`src/core/aewr_pkg.sv`:
```
// Purpose: Shared types and constants for the access error write-back report.
// Assumes: One core clock, active-low asynchronous reset.
// Notes: Field codes are the encodings carried in the frame's status slots.
package aewr_pkg;

    localparam int ADDR_W = 32;
    localparam int DATA_W = 32;

    // Transfer type codes
    localparam logic [1:0] TT_NORMAL = 2'h0;
    localparam logic [1:0] TT_BLOCK_MOVE = 2'h1;
    // Transfer modifier that marks a cache push
    localparam logic [2:0] TM_PUSH = 3'h0;
    // Size code for a full line
    localparam logic [1:0] SIZE_LINE = 2'h3;
    localparam logic [1:0] SIZE_LONG = 2'h0;

    // Reset values
    localparam logic [ADDR_W-1:0] FA_RESET = 32'h0000_0000;

    // One write-back status slot
    typedef struct packed {
        logic valid;
        logic [1:0] tt;
        logic [2:0] tm;
        logic [1:0] size;
    } aewr_slot_s;

    localparam aewr_slot_s SLOT_RESET = '{valid: 1'b0, tt: 2'h0, tm: 3'h0,
                                          size: 2'h0};

    // Fault kind seen by the capture logic
    typedef enum logic [2:0] {
        FK_NONE = 3'b000,
        FK_READ = 3'b001,
        FK_PUSH = 3'b010,
        FK_WRITE = 3'b011,
        FK_BLOCK_WRITE = 3'b100,
        FK_PAGE = 3'b101
    } aewr_kind_e;

    // Fault as presented by the data memory stage
    typedef struct packed {
        logic read;
        logic [1:0] tt;
        logic [2:0] tm;
        logic [1:0] size;
        logic page_fault;
        logic [ADDR_W-1:0] logical_addr;
        logic [ADDR_W-1:0] physical_addr;
    } aewr_fault_s;

    // Frame fields handed to the exception sequencer
    typedef struct packed {
        logic fault_read_indicator;
        logic fault_push_indicator;
        aewr_slot_s writeback_one_status;
        aewr_slot_s writeback_two_status;
        aewr_slot_s writeback_three_status;
        logic [ADDR_W-1:0] fault_address_field;
        logic [2:0] kind;
    } aewr_frame_s;

endpackage : aewr_pkg

```
`src/core/aewr_report.sv`:
```
// Purpose: Fill the write-back status slots and fault address of the
//          access error frame when an access fault is taken.
// Assumes: Pending slot states come from the write-back pipeline on i_clk.
// Notes: The frame is snapshotted once per fault and held until the next.
//        Every output is a flip-flop; the frame decode in front of it is
//        purely combinational from the inputs sampled with the take.
`timescale 1ns/1ps
`default_nettype none

////////////////////////////////////////////////////////////////////////////
// How it works
// - Read faults report slots one and two as not valid.
// - Read faults may still report slot three as a valid pending write.
// - Hold the data memory stage until the faulting read data is returned.
// - Push faults always report slot one valid bit cleared.
// - Push bus errors give physical fault address; all others logical.
// - No write posted while block move ahead (stall rises one cycle after it); slot two move excludes three.
// - Valid slot two with block-move flag marks data not to be written.
// - Pending slot two block move is reported only if its read hit cache.
// - Every slot carries valid and transfer type; type 01 means block move.
// - Push fault is transfer type 00 with transfer modifier 000.
// - Slot three never reports block move nor full line size.
module aewr_report
    import aewr_pkg::*;
(
    input wire logic i_clk,
    input wire logic i_reset_n,
    input wire logic i_fault_take,
    input wire aewr_fault_s i_fault,
    input wire aewr_slot_s i_wb1_pending,
    input wire aewr_slot_s i_wb2_pending,
    input wire aewr_slot_s i_wb3_pending,
    input wire logic i_wb2_move_read_hit,
    input wire logic i_block_move_ahead,
    input wire logic i_read_returned,
    output logic o_frame_valid,
    output aewr_frame_s o_frame,
    output logic o_slot_two_block_move_flag,
    output logic o_dmem_hold,
    output logic o_post_stall
);

    ////////////////////////////////////////////////////////////////////////
    // Classification helpers

    // Push is recognised by code alone, independent of direction
    function automatic logic is_push(input logic [1:0] tt,
                                     input logic [2:0] tm);
        is_push = (tt == TT_NORMAL) && (tm == TM_PUSH);
    endfunction : is_push

    // A slot holds a block move only while its valid bit is set
    function automatic logic is_block_move(input aewr_slot_s s);
        is_block_move = s.valid && (s.tt == TT_BLOCK_MOVE);
    endfunction : is_block_move

    // Next values of the frame, built from the fault and the pending slots;
    // nothing here is stored until the take edge
    aewr_kind_e kind_d;
    aewr_frame_s frame_d;
    aewr_slot_s wb1_d;
    aewr_slot_s wb2_d;
    aewr_slot_s wb3_d;
    logic push_now;
    logic move2_ok;

    // Decide the fault kind from the faulting access. A read wins over
    // every other code: it ties up the data memory stage, so it can be
    // neither a push nor a page fault at the same time
    always_comb begin
        push_now = is_push(i_fault.tt, i_fault.tm);
        if (i_fault.read) begin
            kind_d = FK_READ;
        end else if (push_now) begin
            kind_d = FK_PUSH;
        end else if (i_fault.page_fault) begin
            kind_d = FK_PAGE;
        end else if (i_fault.tt == TT_BLOCK_MOVE) begin
            kind_d = FK_BLOCK_WRITE;
        end else begin
            kind_d = FK_WRITE;
        end
    end

    ////////////////////////////////////////////////////////////////////////
    // Slot one: only a faulted normal or block-move write owns it
    always_comb begin
        wb1_d = i_wb1_pending;
        case (kind_d)
            FK_READ: begin
                // The read holds the data memory stage: nothing pends here
                wb1_d.valid = 1'b0;
            end
            FK_PUSH: begin
                // A push frame never shows slot one as valid
                wb1_d.valid = 1'b0;
            end
            FK_PAGE: begin
                // The faulted write itself sits in slot two, not slot one
                wb1_d.valid = 1'b0;
            end
            default: begin
                // Faulted normal or block-move write is slot one
                wb1_d.valid = 1'b1;
                wb1_d.tt = i_fault.tt;
                wb1_d.tm = i_fault.tm;
                wb1_d.size = i_fault.size;
            end
        endcase
    end

    // Slot two: empty behind a faulting read; a block move whose read
    // missed the cache is never reported as pending
    always_comb begin
        wb2_d = i_wb2_pending;
        move2_ok = !is_block_move(i_wb2_pending) || i_wb2_move_read_hit;
        if (!move2_ok) begin
            // Restarting a missed move would touch a peripheral twice
            wb2_d.valid = 1'b0;
        end
        if (kind_d == FK_READ) begin
            wb2_d.valid = 1'b0;
        end
    end

    // Slot three: kept on a read, but never a block move or a full line
    always_comb begin
        // A read may leave a deferred or later write pending here
        wb3_d = i_wb3_pending;
        if (wb3_d.tt == TT_BLOCK_MOVE || wb3_d.size == SIZE_LINE) begin
            wb3_d.valid = 1'b0;
            wb3_d.tt = TT_NORMAL;
            wb3_d.size = SIZE_LONG;
        end
        // No write is posted behind a move still ahead of the integer unit
        if (is_block_move(wb2_d)) begin
            wb3_d.valid = 1'b0;
        end
    end

    // Frame assembly; only a push bus error reports a physical address
    always_comb begin
        frame_d.fault_read_indicator = i_fault.read;
        // The push flag follows the decoded kind, so a read wins over it
        frame_d.fault_push_indicator = (kind_d == FK_PUSH);
        frame_d.writeback_one_status = wb1_d;
        frame_d.writeback_two_status = wb2_d;
        frame_d.writeback_three_status = wb3_d;
        if (kind_d == FK_PUSH) begin
            frame_d.fault_address_field = i_fault.physical_addr;
        end else begin
            frame_d.fault_address_field = i_fault.logical_addr;
        end
        frame_d.kind = kind_d;
    end

    ////////////////////////////////////////////////////////////////////////
    // Atomic frame capture: every field loads on the same edge
    always_ff @(posedge i_clk or negedge i_reset_n) begin
        if (!i_reset_n) begin
            o_frame <= '{fault_read_indicator: 1'b0,
                         fault_push_indicator: 1'b0,
                         writeback_one_status: SLOT_RESET,
                         writeback_two_status: SLOT_RESET,
                         writeback_three_status: SLOT_RESET,
                         fault_address_field: FA_RESET,
                         kind: FK_NONE};
        end else if (i_fault_take) begin
            o_frame <= frame_d;
        end
    end

    // Handler skips slot two data when this flag is set; it loads on the
    // same edge as the frame so the two can never disagree
    always_ff @(posedge i_clk or negedge i_reset_n) begin
        if (!i_reset_n) begin
            o_slot_two_block_move_flag <= 1'b0;
        end else if (i_fault_take) begin
            o_slot_two_block_move_flag <= is_block_move(wb2_d);
        end
    end

    // Frame valid pulses on the capture edge itself, so the
    // sequencer sees the pulse and the new frame in the same cycle
    always_ff @(posedge i_clk or negedge i_reset_n) begin
        if (!i_reset_n) begin
            o_frame_valid <= 1'b0;
        end else begin
            o_frame_valid <= i_fault_take;
        end
    end

    ////////////////////////////////////////////////////////////////////////
    // Data memory stage hold during a faulting read; a new read fault
    // wins over a return in the same cycle so the hold is never lost.
    // A return with no read outstanding is harmless: the hold is low
    // already and simply stays there
    always_ff @(posedge i_clk or negedge i_reset_n) begin
        if (!i_reset_n) begin
            o_dmem_hold <= 1'b0;
        end else if (i_fault_take && i_fault.read) begin
            o_dmem_hold <= 1'b1;
        end else if (i_read_returned) begin
            o_dmem_hold <= 1'b0;
        end
    end

    // Execution stage may not post a write while a block move is ahead.
    // Registered, so the stall trails the move by one cycle: the pipeline
    // must raise its ahead signal one cycle before a write could slip
    // past the move
    always_ff @(posedge i_clk or negedge i_reset_n) begin
        if (!i_reset_n) begin
            o_post_stall <= 1'b0;
        end else begin
            o_post_stall <= i_block_move_ahead;
        end
    end

endmodule : aewr_report

`default_nettype wire

```
`config.mk`:
```
export PLATFORM = sky130hd
export DESIGN_NAME = aewr_report
export DESIGN_NICKNAME = d
export VERILOG_FILES = /design/src/core/aewr_pkg.sv /design/src/core/aewr_report.sv
export SDC_FILE = /design/constraint.sdc
export NUM_CORES = 1
export LEC_CHECK = 0
export BUFFER_PORTS_ARGS = -buffer_cell sky130_fd_sc_hd__buf_2
export CORE_MARGIN = 1
export CORE_UTILIZATION = 30
export DETAILED_ROUTE_END_ITERATION = 10
export GPL_ROUTABILITY_DRIVEN = 0
export HOLD_SLACK_MARGIN = 0.15
export PLACE_DENSITY = 0.55
export SLEW_MARGIN = 20
export SYNTH_ARGS = -nofsm -noshare
export SYNTH_HDL_FRONTEND = slang
export SYNTH_SLANG_ARGS = --single-unit
```
`constraint.sdc`:
```
create_clock -name i_clk -period 2.37 [get_ports i_clk]
set_input_delay 0.1185 -clock i_clk [delete_from_list [all_inputs] [get_ports i_clk]]
set_output_delay 0.1185 -clock i_clk [all_outputs]
set_load 0.01 [all_outputs]
```
---- Word-level counts from Yosys, hierarchy flattened ----
Cells that the tools add are included.
Widths: inputs -> output; s select.
storage, ports and cells
  input port bits ......................... 103
  flip-flop bits (word level) ............. 65
  output and inout bits ................... 65
  logic and storage cells ................. 52
cells by class
  equality and inequality tests ........... 7
  mux-type cells .......................... 14
  reduce and logical (&&, ||, !) cells .... 11
operator list
  cell                count
  $mux 32             1
  $mux 3              5
  $mux 7              1
  $eq 2x1->1 const B  3
  $mux 1              6
  $logic_and 1x1->1   4
  $eq 3x1->1 const B  1
  $eq 3x2->1 const B  1
  $eq 3x3->1 const B  1
  $logic_not 3->1     1
  $reduce_or 3->1     1
  $eq 2x2->1 const B  1
  $logic_not 2->1     1
  $logic_or 1x1->1    2
  $mux 2              1
  $reduce_bool 2->1   1
  $logic_not 1->1     1

---- Longest topological paths before layout ----
Gate-level depths: netlist (run 1).
  depth after elaboration ................. 9
  mapped depth ............................ 5
  gate-level depth less buffers ........... 3

---- Worst setup path before layout (run 1) ----
Ideal clock, no wire load.
  kind .................................... input to register
  start ................................... input port i_fault[71] in the netlist's numbering
  end ..................................... register o_frame[58] in the netlist's numbering
  library setup time ...................... 125 ps
  arrival time ............................ 1234 ps
  cell stages on the path ................. 4
  buffers on the path ..................... 1
  slack ................................... 1011 ps
  data required time ...................... 2245 ps
  cell sequence ........................... or4_4 -> buf_6 -> o21a_4 -> mux2_4
between the ends
  word-level cells in the longest chain between the ends .. 8
  elaborated cells on any way between the ends .. 12
  those cells by class .................... 4 x eq/ne; 5 x mux; 3 x reduce/logical
ends and longest elaborated chain
  what                                line                text
  from (decl)                         aewr_report.sv:29   input wire aewr_fault_s i_fault,
  $eq 2x1->1                          aewr_report.sv:78   end else if (i_fault.tt == TT_BLOCK_MOVE) begin
  $mux 3                              aewr_report.sv:78
  $mux 3                              aewr_report.sv:76   end else if (i_fault.page_fault) begin
  $mux 3 *                            aewr_report.sv:74   end else if (push_now) begin
  $mux 3 *                            aewr_report.sv:72   if (i_fault.read) begin
  $eq 3x2->1 (tied with other cells)  aewr_report.sv:89   case (kind_d)
  $reduce_or 3->1 (no source line) *  --
  $mux 1 *                            aewr_report.sv:89
  to (signal assigned)                aewr_report.sv:161  o_frame <= '{fault_read_indicator: 1'b0,
  to (signal assigned)                aewr_report.sv:169  o_frame <= frame_d;
  to (decl)                           aewr_report.sv:37   output aewr_frame_s o_frame,
Mark *: on every way between the ends. The rest lies on a longest branch, timed or not.
A chain may end at the register's enable or synchronous reset.

---- Final worst setup path (run 1) ----
  start ................................... input port i_fault[72] in the netlist's numbering
  end ..................................... register o_frame[14] in the netlist's numbering
between the ends
  word-level cells in the longest chain between the ends .. 3
ends and longest elaborated chain
  what        line                text
  $mux 3      aewr_report.sv:72
  $eq 3x2->1  aewr_report.sv:149  if (kind_d == FK_PUSH) begin
  $mux 32     aewr_report.sv:149
No other way between the ends.

==> results of run 1 <==
-- path summary, 6_finish.rpt --
path / start / to / slack (ns) / depth (start not counted)
worst max-delay path: i_fault[72] / o_frame[14]$_DFFE_PN0P_ / 0.24 / 6
worst min-delay path: i_wb1_pending[0] / o_frame[51]$_DFFE_PN0P_ / 0.18 / 4
worst max register to register: o_frame[53]$_DFFE_PN0P_ / o_frame[53]$_DFFE_PN0P_ / 0.94 / 4
worst min register to register: o_frame[38]$_DFFE_PN0P_ / o_frame[38]$_DFFE_PN0P_ / 0.51 / 1
max in group asynchronous: i_reset_n / o_frame[53]$_DFFE_PN0P_ / 1.39 / 3
min in group asynchronous: i_reset_n / o_frame[59]$_DFFE_PN0P_ / 0.34 / 2
-- area by class of cell --
class                      count  share of cell area
sequential                    65               0.317
multi-input combinational    205               0.231
tap                          129              0.0314
inverter                      15              0.0110
clock inverter                 4             0.00975
timing repair buffer         270               0.368
clock buffer                  12              0.0322
-- placed cells by master, fill, tap and decap left out, types with 2 or more instances in the layout --
master / n
buf_2: 165
dlygate4sd3_1: 99
dfrtp_1: 65
o21ai_0: 47
a31oi_1: 39
nor2_1: 35
nand3_1: 34
inv_1: 15
mux2_2: 12
clkbuf_8: 12
nand2_1: 10
nor2b_1: 6
buf_4: 4
o22ai_1: 3
o31a_1: 2
o211ai_1: 2
clkinvlp_4: 2
buf_12: 2
-- metrics by stage --
stage	power [W]	util	hold slack, ns
floorplan	0.00151	-	-0.177
global placement	0.00176	0.417	0.180
detailed placement	0.00177	0.417	0.180
CTS	0.00297	0.545	0.152
global route	0.00309	0.545	0.189
finish	0.00292	0.545	0.178
-- Yosys cell counts (all sizes together) (2+ instances only) --
cell type | instances | area [um2]
clkbuf | 20 | 75.1
a31oi | 39 | 244
o31a | 2 | 17.5
o211ai | 2 | 15.0
nand2 | 10 | 37.5
buf | 8 | 43.8
o22ai | 3 | 18.8
nor2b | 6 | 37.5
nor2 | 36 | 135
inv | 15 | 56.3
nand3 | 34 | 170
dfrtp | 65 | 1630
o21ai | 47 | 235
mux2 | 13 | 150
-- worst min-delay path: cells and delay by family --
| family | cells | cell delay, ns |
|---|---|---|
| AOI/OAI and AO/OA | 2 | 0.21 |
| buffers and inverters | 2 | 0.14 |
-- logic make-up (layout without fill, tap and decap cells) --
| kind of cell | after synthesis | in the layout | synth area share |
|---|---|---|---|
| AO/OA/AOI/OAI | 99 | 99 | 0.196 |
| buffers and inverters | 43 | 301 | 0.0588 |
| AND/OR/NAND/NOR | 93 | 93 | 0.148 |
| multiplexers | 13 | 13 | 0.0504 |
| flip-flops | 65 | 65 | 0.546 |
-- power breakdown --
group          internal (W)  leakage [nW]  switching, W
Clock              0.000570         0.105      0.000429
Sequential          0.00121         0.759     0.0000525
Combinational      0.000359          1.46      0.000296
-- per-layer routing --
layer / routed length, um / up-vias / part of all wire / track usage
li1: - / 1616 / - / -
met1: 4140 / 1563 / 0.42 / 0.229
met2: 4690 / 140 / 0.48 / 0.343
met3: 855 / 9 / 0.087 / 0.0876
met4: 99 / 0 / 0.010 / 0.0502
met5: 0 / - / 0 / 0
-- sequential cells by signal, indices dropped and copies added (netlist names) --
register                    count
o_frame                        61
o_slot_two_block_move_flag      1
o_post_stall                    1
o_dmem_hold                     1
o_frame_valid                   1
==> summary.txt, run 1 <==
Outcome
  – Run status: complete, no violations

Clocking
  – CTS tree: done
  – Setup bufs post-CTS: 0
  – Hold buffer count at cts: between 90 and 100
  – H-tree Lvls: 3
  – Latest clock arrival within the worst-skew pair: around 0.33 ns
  – Resized cells post-CTS: 0
  – Root buffer cell: clkbuf_8
  – CTS clk-pin slew, worst paths: 0.07 ns
  – Clock sink count: 65
  – CTS Buf Count: 9
  – Max clock buf depth: 2

Die
  – Horiz. Die Dim: 102 um
  – Ports: 168
  – Initial core utilization: 0.316
  – Core ar.: 9420 um2
  – # rows: 35
  – Die height: about 100 um
  – Die area: 10,300 um2

Critical path
  – CP peak stage delay: about 0.61 ns
  – Worst setup EP type: register
  – Setup CP Type: primary input to register
  – CP arrival: ~2.4 ns
  – CP most frequent cell: dlygate4sd3_1
  – Worst path slowest cell: dlygate4sd3_1
  – Crit Path Max Fanout: 32
  – Bufs and invs on worst path: 3
  – Critical Path, Cell by Cell: dlygate4sd3_1 -> buf_2 -> or2_2 -> o21ai_0 -> a31oi_1 -> dlygate4sd3_1
  – CP startpoint kind: primary input
  – Worst path required time: around 2.6 ns
  – Top delay family on crit path: buffers and inverters

Placement
  – Placed cell area: 3930 um2
  – Placed insts: around 600
  – IO Port Bufs: approximately 170
  – HPWL Detailed: 6000 um
  – Post-Place Setup Slack: approximately 0.66 ns

GRT
  – Pin count of the biggest net entering global routing: 74
  – Total track usage: 0.201
  – First-pass GRT wire length: 16,000 um
  – Antenna violations before repair: 0
  – Overflow after GRT: 0
  – Vias in the first global route: roughly 3,400

Power
  – VDD IR max: 0.345 mV
  – Leakage: approximately 2.3 nW
  – PD cells: 568 nW/um2

Route
  – Vias/cell: 4.75
  – Total iterations of the first detailed-routing run: 6
  – Wirelength, routed: 9780 um
  – Via count: 3,328
  – DR iter-0 viols: around 140
  – Avg WL per Cell: 14.0 um
  – ANT nets after route: 0
  – DRC Markers: 0

Yosys
  – Top_reg_cell synth: dfrtp_1
  – Post-synthesis cell type count: 30
  – YS warnings: 0
  – #FFs+latches synth: 65
  – Async S/R FF share, synth: 1.00
  – Syn Nets: 416
  – Post-Syn Area: 2980 um2
  – Sequential element share of the synthesized area: 0.546
  – Synth Instances: 313
  – Syn_area_per_cell: 9.51 um2
  – EDFF count, synth: 0

STA
  – TNS Setup: 0 ns
  – Setup violations, final: 0
  – Slew at the pin with the worst max-slew slack: 0.745 ns
  – Setup WS post-layout: 0.240 ns
  – Max Transition Viols Final: 0
  – Tcrit/Tclk final: 0.899
  – Fmax: 469 MHz
  – Minimum clock period: about 2.1 ns
  – Slew margin rel.: 0.503
  – Final Skew: 0 ns
  – RSZ-0062 raised after global routing: no
  – Final Hold Viols: 0

Layout
  – Share of cells above drive strength 1: 0.359
  – Fillers: 894
  – Storage element area: roughly 1600 um2
  – Final Non-Filler Cells: 700
  – Design area: just over 5000 um2
  – Ant diodes: 0
  – Net count, final: between 600 and 700
  – Layout area overhead: 72.4%
  – Multi-input gate area: between 1000 and 1500 um2

Flow run
  – Max-cap viol count: 0

Min path
  – Hold Crit Class: primary input to register
(Power assumes the default switching activity.)
==> run 2: changes to the inputs <==
- ABC_AREA: unset -> 1
- PLACE_DENSITY: 0.55 -> 0.54
==> summary.txt, run 2 <==
Outcome
  – Run status: complete, no violations

Critical path
  – Critical Path, Cell by Cell: dlygate4sd3_1 -> buf_2 -> inv_2 -> nand4_4 -> nand2_1 -> nand3_1 -> dlygate4sd3_1 -> nand2_1
  – CP startpoint kind: primary input
  – Crit Path Max Fanout: 20 (-38%)
  – Worst path slowest cell: dlygate4sd3_1
  – R2R depth: 3 (-1)
  – Worst path required time: 2.66 ns (+0.07 ns)
  – CP arrival: 2.44 ns (+0.09 ns)
  – Top delay family on crit path: buffers and inverters
  – Crit path from: i_fault[72]
  – Worst setup EP type: register
  – Register-to-Register Setup Slack: 1.19 ns (+0.25 ns)
  – Setup CP Type: primary input to register
  – R2R Path Start: o_frame[35]$_DFFE_PN0P_
  – Bufs and invs on worst path: 4 (+1)
  – CP peak stage delay: 0.59 ns (-0.02 ns)
  – R2r endpoint: o_frame[35]$_DFFE_PN0P_

Placement
  – Placed insts: 727 (+24%)
  – IO Port Bufs: 166 (unchanged)
  – HPWL Detailed: 6420 um (+6.9%)

Power
  – Leakage: 3.14 nW (+35%)
  – Part of the power in registers: 0.395 (-0.038)
  – PD cells: 581 nW/um2 (+2.2%)
  – VDD IR max: 0.250 mV (-28%)
  – Internal power: 0.00239 W (+12%)
  – Logic pwr share: 0.200 (-0.025)
  – Sw Ratio: 0.251 (-0.0156)
  – Clock network power share: 0.405 (+0.062)
  – Sw Pwr: 0.000802 W (+3.1%)

Yosys
  – Post-Syn Area: 3280 um2 (+10%)
  – #FFs+latches synth: 65 (unchanged)
  – Synth area leaders: dfrtp_1 (50%), nand2_1 (19%), nand3_1 (12%), inv_1 (8.9%), buf_2 (2.0%)
  – Syn Nets: 545 (+31%)
  – Post-synth top area share: 0.496 (-0.0506)
  – Async S/R FF share, synth: 1.00 (unchanged)
  – Post-synth top cells: nand2_1 (164), inv_1 (78), nand3_1 (77), dfrtp_1 (65), buf_2 (13)
  – Synth Instances: 442 (+41%)
  – EDFF count, synth: 0 (unchanged)
  – Post-synthesis cell type count: 25 (-17%)
  – YS warnings: 0 (unchanged)
  – Most frequent cell after synthesis: nand2_1
  – Leading area contributor after synthesis: dfrtp_1
  – Top_reg_cell synth: dfrtp_1
  – Syn_area_per_cell: 7.42 um2 (-22%)
  – Sequential element share of the synthesized area: 0.496 (-0.0506)

Layout
  – Ant diodes: 0 (unchanged)
  – Fillers: 1,039 (+16%)
  – Commonest non-fill, non-tap cell in the layout: buf_2
  – Net count, final: 805 (+20%)
  – Final Non-Filler Cells: 843 (+20%)
  – Largest reg by FF count: o_frame
  – Most frequent cells in the layout: buf_2 (166), nand2_1 (164), dlygate4sd3_1 (99)
  – Largest register FFs: 61 (unchanged)
  – Layout area overhead: 67.5%
  – Share of cells above drive strength 1: 0.283 (-0.0761)

Die
  – Die area: 11,400 um2 (+10%)
  – Core ar.: 10,500 um2 (+11%)
  – Ports: 168 (unchanged)
  – # rows: 37 (+5.7%)
  – Initial core utilization: 0.314 (-0.00258)
  – Horiz. Die Dim: 107 um (+4.9%)
  – Die height: 107 um (+4.9%)

Clocking
  – CTS Buf Count: 9 (unchanged)
  – CTS clk-pin slew, worst paths: 0.08 ns (about the same)
  – Root buffer cell: clkbuf_8
  – CTS tree: done
  – Latest clock arrival within the worst-skew pair: 0.34 ns (about the same)
  – H-tree Lvls: 3 (unchanged)
  – Max clock buf depth: 2 (unchanged)
  – Setup bufs post-CTS: 0 (unchanged)
  – Clock sink count: 65 (unchanged)

GRT
  – Vias in the first global route: 3,603 (+5.5%)
  – Antenna violations before repair: 0 (unchanged)
  – Pin count of the biggest net entering global routing: 60 (-19%)
  – Total track usage: 0.185 (-0.0157)
  – First-pass GRT wire length: 16,500 um (+3.5%)
  – Overflow after GRT: 0 (unchanged)

Route
  – Wirelength, routed: 10,300 um (+5.5%)
  – Vias/cell: 4.33 (-9.0%)
  – ANT nets after route: 0 (unchanged)
  – Total iterations of the first detailed-routing run: 4 (-2)
  – Via count: 3,646 (+9.6%)
  – Avg WL per Cell: 12.2 um (-12%)
  – DR iter-0 viols: 256 (+84%)
  – DRC Markers: 0 (unchanged)

STA
  – RSZ-0062 raised after global routing: no
  – Max Transition Viols Final: 0 (unchanged)
  – Fmax: 464 MHz (-1.1%)
  – Final Hold Viols: 0 (unchanged)
  – Slew at the pin with the worst max-slew slack: 0.712 ns (-0.0338 ns)
  – Slew margin rel.: 0.526 (+0.0225)
  – Minimum clock period: 2.15 ns (+0.0234 ns)
  – Tcrit/Tclk final: 0.909 (+0.00986)
  – TNS Setup: 0 ns (unchanged)
  – Final Skew: 0 ns (unchanged)
  – Setup violations, final: 0 (unchanged)

Min path
  – Hold Path Depth: 4 (unchanged)
  – Hold endpoint: o_frame[42]$_DFFE_PN0P_
  – Hold Crit Class: primary input to register
  – Min-Delay Startpoint: i_wb2_move_read_hit

Flow run
  – Max-cap viol count: 0 (unchanged)
## run 2: power by group through the flow
stage	logic [W]	registers (W)	clock network (W)
floorplan	0.000192	0.00133	0
global placement	0.000504	0.00128	0
detailed placement	0.000509	0.00128	0
CTS	0.000640	0.00126	0.00133
global route	0.000714	0.00127	0.00137
finish	0.000640	0.00126	0.00129
## run 2: per-stage QoR
| step | hold WS, ns | utilization | total power [W] | cell area, um2 | setup slack (ns) |
|---|---|---|---|---|---|
| 3_3_place_gp | 0.198 | 0.402 | 0.00178 | 4210 | 0.780 |
| 3_5_place_dp | 0.204 | 0.402 | 0.00179 | 4210 | 0.802 |
| 2_1_floorplan | -0.177 | - | 0.00152 | 3280 | 1.47 |
| 5_1_grt | 0.156 | 0.525 | 0.00336 | 5500 | 0.120 |
| 6_report | 0.159 | 0.525 | 0.00319 | 5500 | 0.216 |
| 4_1_cts | 0.152 | 0.523 | 0.00323 | 5470 | 0.0813 |
## run 2: worst max-delay path by stage
stage	to	slack, ns	depth (start not counted)
3_5_place_dp	o_frame[0]$_DFFE_PN0P_	0.80	5
5_1_grt	o_frame[27]$_DFFE_PN0P_	0.12	8
4_1_cts	o_frame[9]$_DFFE_PN0P_	0.08	8
6_report	o_frame[33]$_DFFE_PN0P_	0.22	8
3_3_place_gp	o_frame[0]$_DFFE_PN0P_	0.78	5
2_1_floorplan	o_frame[10]$_DFFE_PN0P_	1.47	7
## run 2: worst reg2reg max path, delay by kind of cell (launching register included)
family | cells | cell delay [ns]
buf+inv | 1 | 0.56
compound gates | 1 | 0.08
simple gates | 1 | 0.06
flops | 1 | 0.37
## run 2: logic make-up after synthesis
kind of cell,Yosys count,share of synthesized area
compound gates,17,0.0282
buf+inv,103,0.131
flops,65,0.496
simple gates,257,0.345
## run 2: timing repair
item / CTS / global route
hold endpoints to repair: 87 / 0
setup endpoints to repair: 0 / 21
hold buffers: 99 / 0
resized for setup: 0 / 1
## run 2: area by class of cell
type | instances | area, um2 | share of cell area
inverter | 81 | 304 | 0.0553
multi-input combinational | 275 | 1250 | 0.227
tap | 136 | 170 | 0.0310
timing repair buffer | 270 | 1870 | 0.341
sequential | 65 | 1630 | 0.296
clock buffer | 11 | 151 | 0.0276
clock inverter | 5 | 125 | 0.0228
## run 2: metal layers
layer / vias up / wire, um / GRT usage
met5: - / 0 / 0
li1: 1859 / - / -
met2: 108 / 4960 / 0.316
met3: 14 / 471 / 0.0267
met1: 1665 / 4700 / 0.231
met4: 0 / 185 / 0.0822
